### config.mk
export PLATFORM = sky130hd
export DESIGN_NAME = prs_top
export DESIGN_NICKNAME = d
export VERILOG_FILES = /design/src/prs_pkg.sv /design/src/prs_wdt_if.sv /design/src/prs_wdt.sv /design/src/prs_top.sv
export VERILOG_INCLUDE_DIRS = /design/src
export SDC_FILE = /design/constraint.sdc
export NUM_CORES = 1
export LEC_CHECK = 0
export BUFFER_PORTS_ARGS = -buffer_cell sky130_fd_sc_hd__buf_2
export CORE_MARGIN = 2
export CORE_UTILIZATION = 45
export DETAILED_ROUTE_END_ITERATION = 16
export HOLD_SLACK_MARGIN = 0.02
export PLACE_DENSITY_LB_ADDON = 0.25
export SYNTH_ARGS = -nofsm -noshare
export SYNTH_HDL_FRONTEND = slang
export SYNTH_SLANG_ARGS = --single-unit
### constraint.sdc
create_clock -name clk_sys -period 2.48 [get_ports clk_sys]
set_input_delay 0.496 -clock clk_sys [delete_from_list [all_inputs] [get_ports clk_sys]]
set_output_delay 0.496 -clock clk_sys [all_outputs]
set_load 0.05 [all_outputs]
### src/prs_consts.svh
`ifndef PRS_CONSTS_SVH
`define PRS_CONSTS_SVH

// register byte offsets
`define PRS_ADDR_W       8
`define PRS_OFS_CTRL     8'h00
`define PRS_OFS_WDT      8'h04
`define PRS_OFS_STATUS   8'h08
`define PRS_OFS_CODE     8'h0C

// control word fields and reset value
`define PRS_CTRL_HOST_STOP  0
`define PRS_CTRL_CONTACT_EN 1
`define PRS_CTRL_ERR_STOP   2
`define PRS_CTRL_IDX_LSB    8
`define PRS_CTRL_IDX_MSB    15
`define PRS_CTRL_RESET      16'h0000

// status word fields
`define PRS_STS_DIAG     0
`define PRS_STS_SELF     1
`define PRS_STS_ST_LSB   4
`define PRS_STS_ST_MSB   6
`define PRS_STS_EXPIRED  8
`define PRS_STS_RSTOP    9
`define PRS_STS_LED      10

// input points X0 .. X8F
`define PRS_NUM_POINTS   144
`define PRS_LAST_POINT   8'h8F

// scan supervision: limit counted in 10 ms steps, 10 .. 2000 ms
`define PRS_WDT_STEP_MS  10
`define PRS_WDT_MIN      8'h01
`define PRS_WDT_MAX      8'hC8
`define PRS_WDT_RESET    8'h14
`define PRS_CLK_HZ       25000000
`define PRS_TICK_CYCLES  (`PRS_CLK_HZ / 1000 * `PRS_WDT_STEP_MS)
`define PRS_TICK_W       18
`define PRS_BLINK_TICKS  8'h19

// error codes; the supervision and diagnosis codes are arbitrary
`define PRS_CODE_BCD     16'h0032
`define PRS_CODE_WDT     16'h0100
`define PRS_CODE_DIAG    16'h0101

// bus responses
`define PRS_RESP_OKAY    2'h0
`define PRS_RESP_SLVERR  2'h2

`endif

### src/prs_pkg.sv
`default_nettype none
package prs_pkg;

   typedef enum logic [2:0] {
      PRS_DIAG     = 3'b000,
      PRS_STOP     = 3'b001,
      PRS_RUN      = 3'b010,
      PRS_STOPPING = 3'b011,
      PRS_ERROR    = 3'b100
   } prs_state_t;

   typedef enum logic [2:0] {
      PRS_REG_CTRL   = 3'b000,
      PRS_REG_WDT    = 3'b001,
      PRS_REG_STATUS = 3'b010,
      PRS_REG_CODE   = 3'b011,
      PRS_REG_NONE   = 3'b111
   } prs_reg_t;

endpackage : prs_pkg
`default_nettype wire

### src/prs_wdt_if.sv
`timescale 1ns/1ps
`default_nettype none
interface prs_wdt_if;
   logic       restart;
   logic       enable;
   logic       fault;
   logic [7:0] limit;
   logic       tick;
   logic       expired;
   logic [7:0] count;

   modport ctl (output restart, output enable, output fault, output limit,
                input tick, input expired, input count);
   modport wdt (input restart, input enable, input fault, input limit,
                output tick, output expired, output count);
endinterface : prs_wdt_if
`default_nettype wire

### src/prs_wdt.sv
`timescale 1ns/1ps
`default_nettype none
`include "prs_consts.svh"
module prs_wdt #(
   parameter int unsigned TICK_CYCLES = `PRS_TICK_CYCLES
) (
   input wire logic clk_sys,
   input wire logic rst_n,
   prs_wdt_if.wdt   wif
);
   localparam logic [`PRS_TICK_W-1:0] TICK_LAST =
      `PRS_TICK_W'(TICK_CYCLES - 1);

   logic [`PRS_TICK_W-1:0] div_reg;
   logic                   tick_reg;
   logic [7:0]             count_reg;
   logic                   expired_reg;

   assign wif.tick    = tick_reg;
   assign wif.count   = count_reg;
   assign wif.expired = expired_reg;

   // divider restarts with the scan so a timeout is exactly limit steps
   always_ff @(posedge clk_sys) begin
      if (!rst_n || wif.restart || div_reg == TICK_LAST) begin
         div_reg <= '0;
      end else begin
         div_reg <= div_reg + 1'b1;
      end
   end

   always_ff @(posedge clk_sys) begin
      if (!rst_n) begin
         tick_reg <= 1'b0;
      end else begin
         tick_reg <= !wif.restart && div_reg == TICK_LAST;
      end
   end

   always_ff @(posedge clk_sys) begin
      if (!rst_n || wif.restart || !wif.enable) begin
         count_reg <= '0;
      end else if (tick_reg && count_reg != 8'hFF) begin
         count_reg <= count_reg + 8'h01;
      end
   end

   // a hardware fault trips the timer even across a restart
   always_ff @(posedge clk_sys) begin
      if (!rst_n) begin
         expired_reg <= 1'b0;
      end else if (wif.fault) begin
         expired_reg <= 1'b1;
      end else if (wif.restart || !wif.enable) begin
         expired_reg <= 1'b0;
      end else if (count_reg >= wif.limit) begin
         expired_reg <= 1'b1;
      end
   end
endmodule : prs_wdt
`default_nettype wire

### src/prs_top.sv
// The implementer's own choices: register access over AXI4-Lite and the register addresses.
`timescale 1ns/1ps
`default_nettype none
`include "prs_consts.svh"
module prs_top #(
   parameter int unsigned TICK_CYCLES = `PRS_TICK_CYCLES
) (
   input  wire logic                       clk_sys,
   input  wire logic                       rst_n,
   input  wire logic [`PRS_ADDR_W-1:0]     s_axi_awaddr,
   input  wire logic                       s_axi_awvalid,
   output logic                            s_axi_awready,
   input  wire logic [31:0]                s_axi_wdata,
   input  wire logic [3:0]                 s_axi_wstrb,
   input  wire logic                       s_axi_wvalid,
   output logic                            s_axi_wready,
   output logic [1:0]                      s_axi_bresp,
   output logic                            s_axi_bvalid,
   input  wire logic                       s_axi_bready,
   input  wire logic [`PRS_ADDR_W-1:0]     s_axi_araddr,
   input  wire logic                       s_axi_arvalid,
   output logic                            s_axi_arready,
   output logic [31:0]                     s_axi_rdata,
   output logic [1:0]                      s_axi_rresp,
   output logic                            s_axi_rvalid,
   input  wire logic                       s_axi_rready,
   input  wire logic                       program_run_enable,
   input  wire logic [`PRS_NUM_POINTS-1:0] input_points,
   input  wire logic                       scan_end,
   input  wire logic                       instr_fail,
   input  wire logic [15:0]                instr_fail_code,
   input  wire logic                       bcd_range_err,
   input  wire logic                       hw_fail,
   output logic                            engine_run,
   output logic                            engine_restart,
   output logic                            engine_skip,
   output logic                            outputs_enable,
   output logic                            run_led,
   output logic                            diag_error_flag,
   output logic                            selfdiag_error_flag,
   output logic [15:0]                     diag_error_code
);
   prs_pkg::prs_state_t state_reg;
   logic [15:0] ctrl_reg;
   logic [7:0]  wdt_limit_reg;
   logic        diag_flag_reg;
   logic        self_flag_reg;
   logic [15:0] code_reg;
   logic        restart_reg;
   logic        skip_reg;
   logic        blink_reg;
   logic [7:0]  blink_cnt_reg;
   logic        aw_hold_reg;
   logic        w_hold_reg;
   logic [`PRS_ADDR_W-1:0] aw_addr_reg;
   logic [31:0] w_data_reg;
   logic [3:0]  w_strb_reg;
   logic        bvalid_reg;
   logic [1:0]  bresp_reg;
   logic        rvalid_reg;
   logic [31:0] rdata_reg;
   logic [1:0]  rresp_reg;
   logic        do_write;
   logic [31:0] rd_word;
   logic        exec;
   logic        remote_stop;
   logic        enter_run;
   logic        op_err;
   logic        stop_mode;
   logic        wdt_trip;
   logic        fail_stop;
   logic        limit_ok;
   logic        diag_fail;
   logic        wr_ctrl;
   logic        wr_wdt;
   logic        wr_status;
   logic [7:0]  contact_idx;

   prs_wdt_if wif ();

   prs_wdt #(.TICK_CYCLES(TICK_CYCLES)) u_wdt (
      .clk_sys (clk_sys),
      .rst_n   (rst_n),
      .wif     (wif)
   );

   function automatic prs_pkg::prs_reg_t reg_sel(
      input logic [`PRS_ADDR_W-1:0] a);
      if (a == `PRS_OFS_CTRL) begin
         return prs_pkg::PRS_REG_CTRL;
      end else if (a == `PRS_OFS_WDT) begin
         return prs_pkg::PRS_REG_WDT;
      end else if (a == `PRS_OFS_STATUS) begin
         return prs_pkg::PRS_REG_STATUS;
      end else if (a == `PRS_OFS_CODE) begin
         return prs_pkg::PRS_REG_CODE;
      end else begin
         return prs_pkg::PRS_REG_NONE;
      end
   endfunction : reg_sel

   // an index beyond the last point reads as an open contact, i.e. run
   function automatic logic point_level(
      input logic [`PRS_NUM_POINTS-1:0] pts,
      input logic [7:0]                 idx);
      if (idx <= `PRS_LAST_POINT) begin
         return pts[idx];
      end else begin
         return 1'b0;
      end
   endfunction : point_level

   // AXI4-Lite write path: address and data taken in either order
   assign s_axi_awready = !aw_hold_reg && !bvalid_reg;
   assign s_axi_wready  = !w_hold_reg && !bvalid_reg;
   assign s_axi_bvalid  = bvalid_reg;
   assign s_axi_bresp   = bresp_reg;
   assign do_write      = aw_hold_reg && w_hold_reg && !bvalid_reg;
   assign wr_ctrl   = do_write && reg_sel(aw_addr_reg) == prs_pkg::PRS_REG_CTRL;
   assign wr_wdt    = do_write && reg_sel(aw_addr_reg) == prs_pkg::PRS_REG_WDT;
   assign wr_status = do_write && w_strb_reg[0] &&
                      reg_sel(aw_addr_reg) == prs_pkg::PRS_REG_STATUS;

   always_ff @(posedge clk_sys) begin
      if (!rst_n) begin
         aw_hold_reg <= 1'b0;
         aw_addr_reg <= '0;
      end else if (s_axi_awvalid && s_axi_awready) begin
         aw_hold_reg <= 1'b1;
         aw_addr_reg <= s_axi_awaddr;
      end else if (do_write) begin
         aw_hold_reg <= 1'b0;
      end
   end

   always_ff @(posedge clk_sys) begin
      if (!rst_n) begin
         w_hold_reg <= 1'b0;
         w_data_reg <= '0;
         w_strb_reg <= '0;
      end else if (s_axi_wvalid && s_axi_wready) begin
         w_hold_reg <= 1'b1;
         w_data_reg <= s_axi_wdata;
         w_strb_reg <= s_axi_wstrb;
      end else if (do_write) begin
         w_hold_reg <= 1'b0;
      end
   end

   always_ff @(posedge clk_sys) begin
      if (!rst_n) begin
         bvalid_reg <= 1'b0;
         bresp_reg  <= `PRS_RESP_OKAY;
      end else if (do_write) begin
         bvalid_reg <= 1'b1;
         bresp_reg  <= reg_sel(aw_addr_reg) == prs_pkg::PRS_REG_NONE ?
                       `PRS_RESP_SLVERR : `PRS_RESP_OKAY;
      end else if (s_axi_bready) begin
         bvalid_reg <= 1'b0;
      end
   end

   // read path
   assign s_axi_arready = !rvalid_reg;
   assign s_axi_rvalid  = rvalid_reg;
   assign s_axi_rdata   = rdata_reg;
   assign s_axi_rresp   = rresp_reg;

   always_comb begin
      rd_word = 32'h0000_0000;
      case (reg_sel(s_axi_araddr))
         prs_pkg::PRS_REG_CTRL: rd_word[15:0] = ctrl_reg;
         prs_pkg::PRS_REG_WDT:  rd_word[7:0]  = wdt_limit_reg;
         prs_pkg::PRS_REG_STATUS: begin
            rd_word[`PRS_STS_DIAG]    = diag_flag_reg;
            rd_word[`PRS_STS_SELF]    = self_flag_reg;
            rd_word[`PRS_STS_ST_MSB:`PRS_STS_ST_LSB] = state_reg;
            rd_word[`PRS_STS_EXPIRED] = wif.expired;
            rd_word[`PRS_STS_RSTOP]   = remote_stop;
            rd_word[`PRS_STS_LED]     = run_led;
         end
         prs_pkg::PRS_REG_CODE: rd_word[15:0] = code_reg;
         default:               rd_word = 32'h0000_0000;
      endcase
   end

   always_ff @(posedge clk_sys) begin
      if (!rst_n) begin
         rvalid_reg <= 1'b0;
         rdata_reg  <= 32'h0000_0000;
         rresp_reg  <= `PRS_RESP_OKAY;
      end else if (s_axi_arvalid && s_axi_arready) begin
         rvalid_reg <= 1'b1;
         rdata_reg  <= rd_word;
         rresp_reg  <= reg_sel(s_axi_araddr) == prs_pkg::PRS_REG_NONE ?
                       `PRS_RESP_SLVERR : `PRS_RESP_OKAY;
      end else if (s_axi_rready) begin
         rvalid_reg <= 1'b0;
      end
   end

   // configuration registers
   always_ff @(posedge clk_sys) begin
      if (!rst_n) begin
         ctrl_reg <= `PRS_CTRL_RESET;
      end else if (wr_ctrl) begin
         if (w_strb_reg[0]) ctrl_reg[7:0]  <= w_data_reg[7:0];
         if (w_strb_reg[1]) ctrl_reg[15:8] <= w_data_reg[15:8];
      end
   end

   // out-of-range limits are refused so the timer never sees zero
   always_ff @(posedge clk_sys) begin
      if (!rst_n) begin
         wdt_limit_reg <= `PRS_WDT_RESET;
      end else if (wr_wdt && w_strb_reg[0] &&
                   w_data_reg[7:0] >= `PRS_WDT_MIN &&
                   w_data_reg[7:0] <= `PRS_WDT_MAX) begin
         wdt_limit_reg <= w_data_reg[7:0];
      end
   end

   // run and stop control
   assign contact_idx = ctrl_reg[`PRS_CTRL_IDX_MSB:`PRS_CTRL_IDX_LSB];
   assign remote_stop = ctrl_reg[`PRS_CTRL_HOST_STOP] |
                        (ctrl_reg[`PRS_CTRL_CONTACT_EN] &
                         point_level(input_points, contact_idx));
   assign exec      = state_reg == prs_pkg::PRS_RUN ||
                      state_reg == prs_pkg::PRS_STOPPING;
   assign enter_run = state_reg == prs_pkg::PRS_STOP &&
                      program_run_enable && !remote_stop;
   assign op_err    = exec && (instr_fail || bcd_range_err);
   assign stop_mode = ctrl_reg[`PRS_CTRL_ERR_STOP];
   assign wdt_trip  = exec && wif.expired;
   assign fail_stop = wdt_trip || (op_err && stop_mode);
   assign limit_ok  = wdt_limit_reg >= `PRS_WDT_MIN &&
                      wdt_limit_reg <= `PRS_WDT_MAX;
   assign diag_fail = state_reg == prs_pkg::PRS_DIAG &&
                      (hw_fail || !limit_ok);

   assign wif.restart = enter_run || (exec && scan_end);
   assign wif.enable  = exec;
   assign wif.limit   = wdt_limit_reg;
   assign wif.fault   = hw_fail;

   always_ff @(posedge clk_sys) begin
      if (!rst_n) begin
         state_reg <= prs_pkg::PRS_DIAG;
      end else begin
         case (state_reg)
            prs_pkg::PRS_DIAG: begin
               state_reg <= diag_fail ? prs_pkg::PRS_ERROR : prs_pkg::PRS_STOP;
            end
            prs_pkg::PRS_STOP: begin
               if (enter_run) state_reg <= prs_pkg::PRS_RUN;
            end
            prs_pkg::PRS_RUN: begin
               if (!program_run_enable) begin
                  state_reg <= prs_pkg::PRS_STOP;
               end else if (fail_stop) begin
                  state_reg <= prs_pkg::PRS_ERROR;
               end else if (remote_stop) begin
                  state_reg <= scan_end ? prs_pkg::PRS_STOP
                                        : prs_pkg::PRS_STOPPING;
               end
            end
            prs_pkg::PRS_STOPPING: begin
               if (!program_run_enable) begin
                  state_reg <= prs_pkg::PRS_STOP;
               end else if (fail_stop) begin
                  state_reg <= prs_pkg::PRS_ERROR;
               end else if (scan_end) begin
                  state_reg <= prs_pkg::PRS_STOP;
               end
            end
            prs_pkg::PRS_ERROR: begin
               // dropping run-enable re-runs the start-up diagnosis
               if (!program_run_enable) state_reg <= prs_pkg::PRS_DIAG;
            end
            default: state_reg <= prs_pkg::PRS_DIAG;
         endcase
      end
   end

   always_ff @(posedge clk_sys) begin
      if (!rst_n) begin
         restart_reg <= 1'b0;
         skip_reg    <= 1'b0;
      end else begin
         restart_reg <= enter_run;
         skip_reg    <= op_err && !stop_mode && !wdt_trip;
      end
   end

   // error flags: a new event wins over a software clear
   always_ff @(posedge clk_sys) begin
      if (!rst_n) begin
         diag_flag_reg <= 1'b0;
      end else begin
         diag_flag_reg <= op_err || (diag_flag_reg &&
            !(wr_status && w_data_reg[`PRS_STS_DIAG]));
      end
   end

   always_ff @(posedge clk_sys) begin
      if (!rst_n) begin
         self_flag_reg <= 1'b0;
      end else begin
         self_flag_reg <= wdt_trip || diag_fail || (self_flag_reg &&
            !(wr_status && w_data_reg[`PRS_STS_SELF]));
      end
   end

   always_ff @(posedge clk_sys) begin
      if (!rst_n) begin
         code_reg <= 16'h0000;
      end else if (wdt_trip) begin
         code_reg <= `PRS_CODE_WDT;
      end else if (diag_fail) begin
         code_reg <= `PRS_CODE_DIAG;
      end else if (op_err) begin
         code_reg <= bcd_range_err ? `PRS_CODE_BCD : instr_fail_code;
      end
   end

   // lamp starts lit on entry to error, then toggles every blink period
   always_ff @(posedge clk_sys) begin
      if (!rst_n || state_reg != prs_pkg::PRS_ERROR) begin
         blink_cnt_reg <= 8'h00;
         blink_reg     <= 1'b1;
      end else if (wif.tick) begin
         if (blink_cnt_reg == `PRS_BLINK_TICKS - 8'h01) begin
            blink_cnt_reg <= 8'h00;
            blink_reg     <= !blink_reg;
         end else begin
            blink_cnt_reg <= blink_cnt_reg + 8'h01;
         end
      end
   end

   assign engine_run          = exec;
   assign outputs_enable      = exec;
   assign engine_restart      = restart_reg;
   assign engine_skip         = skip_reg;
   assign run_led             = exec || (state_reg == prs_pkg::PRS_ERROR &&
                                         blink_reg);
   assign diag_error_flag     = diag_flag_reg;
   assign selfdiag_error_flag = self_flag_reg;
   assign diag_error_code     = code_reg;
endmodule : prs_top
`default_nettype wire

==> results_dict.tcl, run 1 <==
set metrics [dict create \
    start_util 0.460 \
    synth_edf_count 0 \
    relSlewSlack 0.0854 \
    final_common_cell "buf_2" \
    worstPathBufferInverterCount 1 \
    drc 0 \
    async_flop_share 0 \
    routed_via_density 5.22 \
    synth-main-ff-cell "dfxtp_1" \
    wl_um 21200 \
    place.gp.congestion 0.880 \
    syn_to_final_growth_pct 33.8 \
    grt_use_met2 0.442 \
    dp_hpwl_um 15800 \
    final_nets 1296 \
    ir_drop_uv 365 \
    grt_max_degree 88 \
    vias 6741 \
    grt_use_met1 0.274 \
    die_area_mm2 0.0173 \
    clock_path_buffers 2 \
    num_rows 46 \
    clock_latency_ns 0.42 \
    crit_path_cell_trace "buf_6 -> mux4_2 -> mux4_2 -> nand2b_4 -> nand4_2 -> and3_4 -> o21ai_2 -> nor4b_4 -> o221a_1" \
    cts.sinks 132 \
    finalWorstSetupSlack_ns -0.0247 \
    ys_seq_area_frac 0.361 \
    io_buffers 251 \
    violations "negative setup slack" \
    syn_area_mm2 0.00731 \
    drt_iter0_markers 452 \
    cts_buffers 17 \
    layout_common_cells "buf_2 (251), dfxtp_1 (130), nand2_1 (102)" \
    ant_nets 0 \
    fillerInstances 1414 \
    die_y_um 131 \
    die_w_um 131 \
    ys_types 58 \
    synth_cells 796 \
    rsz0062_at_grt "true" \
    grt_overflow 0 \
    cts_tree "yes" \
    drtPass1Iterations 6 \
    grt.total_usage 0.246 \
    p_per_area_mw_per_mm2 662 \
    met3_usage 0.0625 \
    cp.required_ns 2.79 \
    fin_crit_sh 1.01 \
    post-place-ws_ns -0.126 \
    setup_violations 3 \
    grt_pass1_wl_um 34100 \
    largest_reg_flops 18 \
    finalCriticalPeriod_ns 2.50 \
    layout-drive-gt1-share 0.370 \
    drt-wirelength-per-cell_um 16.5 \
    slowest_delay_ns 0.48 \
    synth_seq_cells 132 \
    finalPower_mw 6.48 \
    pin_count 288 \
    fmax_mhz 399 \
    fin_skew_ns 0.00693 \
    critPathTopFamily "multiplexers" \
    hold_viol_final 0 \
    hold_path_class "in2reg" \
    cts_max_level 4 \
    endpoint_kind "flip-flop" \
    worstSetupPathType "reg2reg" \
    drv_cap 0 \
    cp_slowest_cell "mux4_2" \
    postCtsHoldBufs 0 \
    avgSynthCellArea_um2 9.18 \
    start_kind "flip-flop" \
    status "finished, violations left" \
    busiest_layer "met2" \
    path_clk_slew_ns 0.06 \
    cp_max_fo 7 \
    worst_ep_arrival_time_ns 2.81 \
    grt_pass1_vias 6656 \
    synth_warnings 0 \
    core-area_mm2 0.0159 \
    antenna_found_initial 3 \
    leakagePower_nw 4.05 \
    path_common_cell "mux4_2" \
    root_buffer "clkbuf_16" \
    slew_viol_final 0 \
    tightest_slew_ns 1.36 \
]
synthesized netlist by cell type, types with 4 or more instances:
library cell | instances | share of area
inv_1 | 18 | 0.0092
mux4_1 | 7 | 0.025
mux4_2 | 33 | 0.10
and2_1 | 6 | 0.0051
nor3b_1 | 16 | 0.016
xnor2_1 | 11 | 0.013
o21a_1 | 6 | 0.0062
a21boi_0 | 39 | 0.040
nor2b_1 | 36 | 0.031
a21oi_1 | 30 | 0.021
mux2i_1 | 32 | 0.044
and3_1 | 5 | 0.0043
ha_1 | 12 | 0.021
buf_2 | 9 | 0.0062
nand2b_1 | 4 | 0.0034
a22oi_1 | 16 | 0.016
clkbuf_1 | 29 | 0.015
nand2_1 | 102 | 0.052
nor2_1 | 75 | 0.039
nand3b_1 | 7 | 0.0072
buf_1 | 4 | 0.0021
dfxtp_1 | 132 | 0.36
o21ai_0 | 22 | 0.015
buf_4 | 21 | 0.022
nor4_1 | 4 | 0.0034
nand4_1 | 9 | 0.0077
xor2_1 | 18 | 0.022
nor3_1 | 21 | 0.014
nand3_1 | 25 | 0.017
a21o_1 | 6 | 0.0062
worst min-delay path, stage by stage:
cell	delay, ns
buf_2	0.09
nand2_1	0.04
a21boi_0	0.06
power breakdown:
part | leakage (nW) | total, mW | internal [mW] | switching (mW)
clock | 0.334 | 2.85 | 1.96 | 0.897
combinational | 2.65 | 1.27 | 0.455 | 0.818
sequential | 1.07 | 2.35 | 2.23 | 0.118
cell type report:
| class | count | area (um^2) | share of cell area |
|---|---|---|---|
| inverters | 18 | 67.6 | 0.00691 |
| repair buffers | 290 | 1680 | 0.172 |
| clock buffers | 22 | 474 | 0.0485 |
| clock inverters | 10 | 200 | 0.0205 |
| multi-input cells | 601 | 4430 | 0.453 |
| diodes | 2 | 5.00 | 0.000512 |
| well taps | 216 | 270 | 0.0276 |
| flip-flops and latches | 132 | 2650 | 0.271 |
metal layers:
| layer | vias up | share of wire |
|---|---|---|
| met1 | 3166 | 0.40 |
| met2 | 194 | 0.51 |
| li1 | 3334 | - |
| met3 | 47 | 0.055 |
| met5 | - | 0 |
| met4 | 0 | 0.036 |
timing repair:
item	CTS	global route
endpoints found under the hold margin	0	0
pin swaps	7	14
setup endpoints to repair	21	23
resized for setup	22	17
buffers inserted	9	3
cloned	3	1
logic make-up (layout without fill, tap and decap cells):
| family | after synthesis | in the layout | synth area share |
|---|---|---|---|
| AOI/OAI and AO/OA | 142 | 142 | 0.133 |
| xor gates and xnor gates | 29 | 29 | 0.0347 |
| adders and majority gates | 12 | 12 | 0.0205 |
| buffers and inverters | 82 | 340 | 0.0554 |
| DFF | 132 | 132 | 0.361 |
| muxes | 75 | 75 | 0.175 |
| other | 1 | 20 | 0.000513 |
| and+or+nand+nor | 323 | 325 | 0.219 |
final timing paths:
kind	from	to	slack (ns)	cells after the start
setup reg to reg	ctrl_reg[9]	s_axi_rdata[9]	-0.02	9
setup / recovery	ctrl_reg[9]	s_axi_rdata[9]	-0.02	9
hold / removal	s_axi_wdata[9]	w_data_reg[9]	0.32	3
hold reg to reg	aw_addr_reg[7]	aw_addr_reg[7]	0.46	2
per-stage QoR:
stage / area [um^2] / TNS [ns] / std cells / util / hold WS (ns)
5_1_grt: 9780 / -1.25 / 1291 / 0.616 / 0.330
6_report: 9780 / -0.0374 / 1291 / 0.616 / 0.322
4_1_cts: 9710 / -0.000274 / 1285 / 0.611 / 0.312
2_1_floorplan: 7370 / 0 / 813 / - / 0.413
3_5_place_dp: 8820 / -2.15 / 1241 / 0.555 / 0.457
3_3_place_gp: 8820 / -1.64 / 1241 / 0.555 / 0.425
No activity file was read; power rests on OpenSTA's default activity.
==> inputs of run 2 (changes only) <==
==> constraint.sdc (replaced) <==
create_clock -name clk_sys -period 2.48 [get_ports clk_sys]
set_input_delay 0.496 -clock clk_sys [delete_from_list [all_inputs] [get_ports clk_sys]]
set_output_delay 0.496 -clock clk_sys [all_outputs]
set_load 0.1 [all_outputs]
==> results_dict.tcl, run 2 (same netlist as run 1, synthesis figures left out) <==
set metrics [dict create \
    relSlewSlack 0.110 \
    critPathTopFamily "multiplexers" \
    cts_buffers 17 \
    die_area_mm2 0.0173 \
    drv_cap 0 \
    dp_hpwl_um 15900 \
    fmax_mhz 399 \
    busiest_layer "met2" \
    met3_usage 0.0517 \
    crit_path_cell_trace "buf_12 -> mux4_2 -> mux4_2 -> nand2b_4 -> nand4_4 -> and3_4 -> o211ai_4 -> nand2_2 -> nor2_1" \
    slew_viol_final 0 \
    vias 6807 \
    final_common_cell "buf_2" \
    ir_drop_uv 387 \
    drt-wirelength-per-cell_um 16.2 \
    p_sw_frac 0.335 \
    clock_path_buffers 2 \
    grt.total_usage 0.240 \
    fin_util 0.605 \
    place.gp.congestion 0.849 \
    fin_skew_ns 0.00640 \
    cp.required_ns 2.77 \
    hold_slack_ns 0.326 \
    die_w_um 131 \
    fillerInstances 1394 \
    tightest_slew_ns 1.32 \
    drt_iter0_markers 421 \
    placed_area_mm2 0.00883 \
    setup_violations 9 \
    io_buffers 251 \
    pin_count 288 \
    grt_use_met2 0.440 \
    ant_nets 0 \
    fin_crit_sh 1.01 \
    final_nets 1294 \
    cp_slowest_cell "mux4_2" \
    worst_ep_arrival_time_ns 2.80 \
    finalCriticalPeriod_ns 2.51 \
    clock_latency_ns 0.42 \
    routed_via_density 5.28 \
    leakagePower_nw 3.96 \
    r2r_end "u_wdt.wif.tick" \
    rsz0062_at_grt "true" \
    hold_path_class "in2reg" \
    layout_common_cells "buf_2 (251), dfxtp_1 (129), nand2_1 (102)" \
    power_switching_mw 2.14 \
    cts.sinks 132 \
    clockPowerShare 0.376 \
    worstPathBufferInverterCount 1 \
    finalWorstSetupSlack_ns -0.0272 \
    violations "negative setup slack" \
    start_util 0.460 \
    fin_tns_setup_ns -0.0908 \
    num_rows 46 \
    cp_max_fo 5 \
    endpoint_kind "flip-flop" \
    root_buffer "clkbuf_16" \
    layout-drive-gt1-share 0.364 \
    grt_pass1_wl_um 33500 \
    r2r_setup_slack_ns -0.03 \
    path_clk_slew_ns 0.05 \
    min_from "s_axi_awaddr[5]" \
    grt_max_degree 56 \
    reg2reg_depth 9 \
    slowest_delay_ns 0.50 \
    timing.rr.start "ctrl_reg[9]" \
    wl_um 20900 \
    holdPathEnd "aw_addr_reg[5]" \
    p_int_mw 4.24 \
    min_path_cells 3 \
    grt_use_met1 0.277 \
    design_area_mm2 0.00960 \
    cts_tree "yes" \
    drc 0 \
    cts_max_level 4 \
    drtPass1Iterations 5 \
    antenna_found_initial 3 \
    die_y_um 131 \
    largest_reg_flops 18 \
    grt_pass1_vias 6640 \
    grt_overflow 0 \
    multi_input_area_mm2 0.00444 \
    p_comb_frac 0.255 \
    core-area_mm2 0.0159 \
    status "finished, violations left" \
    syn_to_final_growth_pct 31.4 \
    p_seq_frac 0.369 \
    postCtsHoldBufs 0 \
    seqCellArea_mm2 0.00265 \
    dp_cells 1246 \
    hold_viol_final 0 \
    worstSetupPathType "reg2reg" \
    path_common_cell "mux4_2" \
    p_per_area_mw_per_mm2 664 \
    finish.cell_count_without_fillers 1288 \
    start_kind "flip-flop" \
]
[run 2: changes by cell type in the layout (fill, tap and decap cells not counted), sizes merged]
cell and change:
bufinv -4, clkbuf +3, clkinv -1, diode +1
bufbuf -1, buf -1
[run 2: tightest hold or removal path: cells and delay by family]
kind                   cells  cell delay [ns]
and+or+nand+nor            1             0.04
AOI/OAI and AO/OA          1             0.06
buffers and inverters      1             0.09
[run 2: worst max path at each step]
stage,from,to,cells past startpoint
3_5_place_dp,input_points[55],u_wdt.div_reg[7],9
6_report,ctrl_reg[9],u_wdt.wif.tick,9
4_1_cts,ctrl_reg[9],s_axi_rdata[9],8
5_1_grt,ctrl_reg[9],state_reg[0],9
3_3_place_gp,input_points[55],u_wdt.div_reg[12],9
2_1_floorplan,s_axi_bvalid,aw_addr_reg[0],5
[run 2: stage by stage]
stage	power [mW]	setup WS (ns)
finish	6.37	-0.0272
global route	6.62	-0.113
CTS	6.38	0.00475
detailed placement	3.96	-0.159
global placement	3.94	-0.132
floorplan	3.58	0.0624
[run 2: timing repair]
action                                  in CTS  in global routing
buffers inserted                             6                  1
endpoints found under the setup margin      22                 23
pin swaps                                    7                 23
resized for setup                           16                 17
gates cloned                                 3                  0
[run 2: final cells by class]
| cell class | instances | share of cell area |
|---|---|---|
| Timing Repair Buffer | 288 | 0.167 |
| Multi-Input combinational cell | 601 | 0.462 |
| Clock buffer | 25 | 0.0506 |
| Sequential cell | 132 | 0.276 |
| Tap cell | 216 | 0.0281 |
| Inverter | 18 | 0.00704 |
| Clock inverter | 5 | 0.00782 |
| Antenna cell | 3 | 0.000782 |
[run 2: power groups by stage]
stage	combinational (mW)	sequential (mW)	clock, mW
2_1_floorplan	0.883	2.70	0
3_3_place_gp	1.55	2.39	0
3_5_place_dp	1.57	2.39	0
4_1_cts	1.60	2.35	2.43
5_1_grt	1.72	2.37	2.53
6_report	1.63	2.35	2.40
[run 2: metal layers]
metal,vias up,wire [um]
met2,190,11000
met4,0,393
met3,31,1120
met1,3256,8400
met5,-,0
li1,3330,-
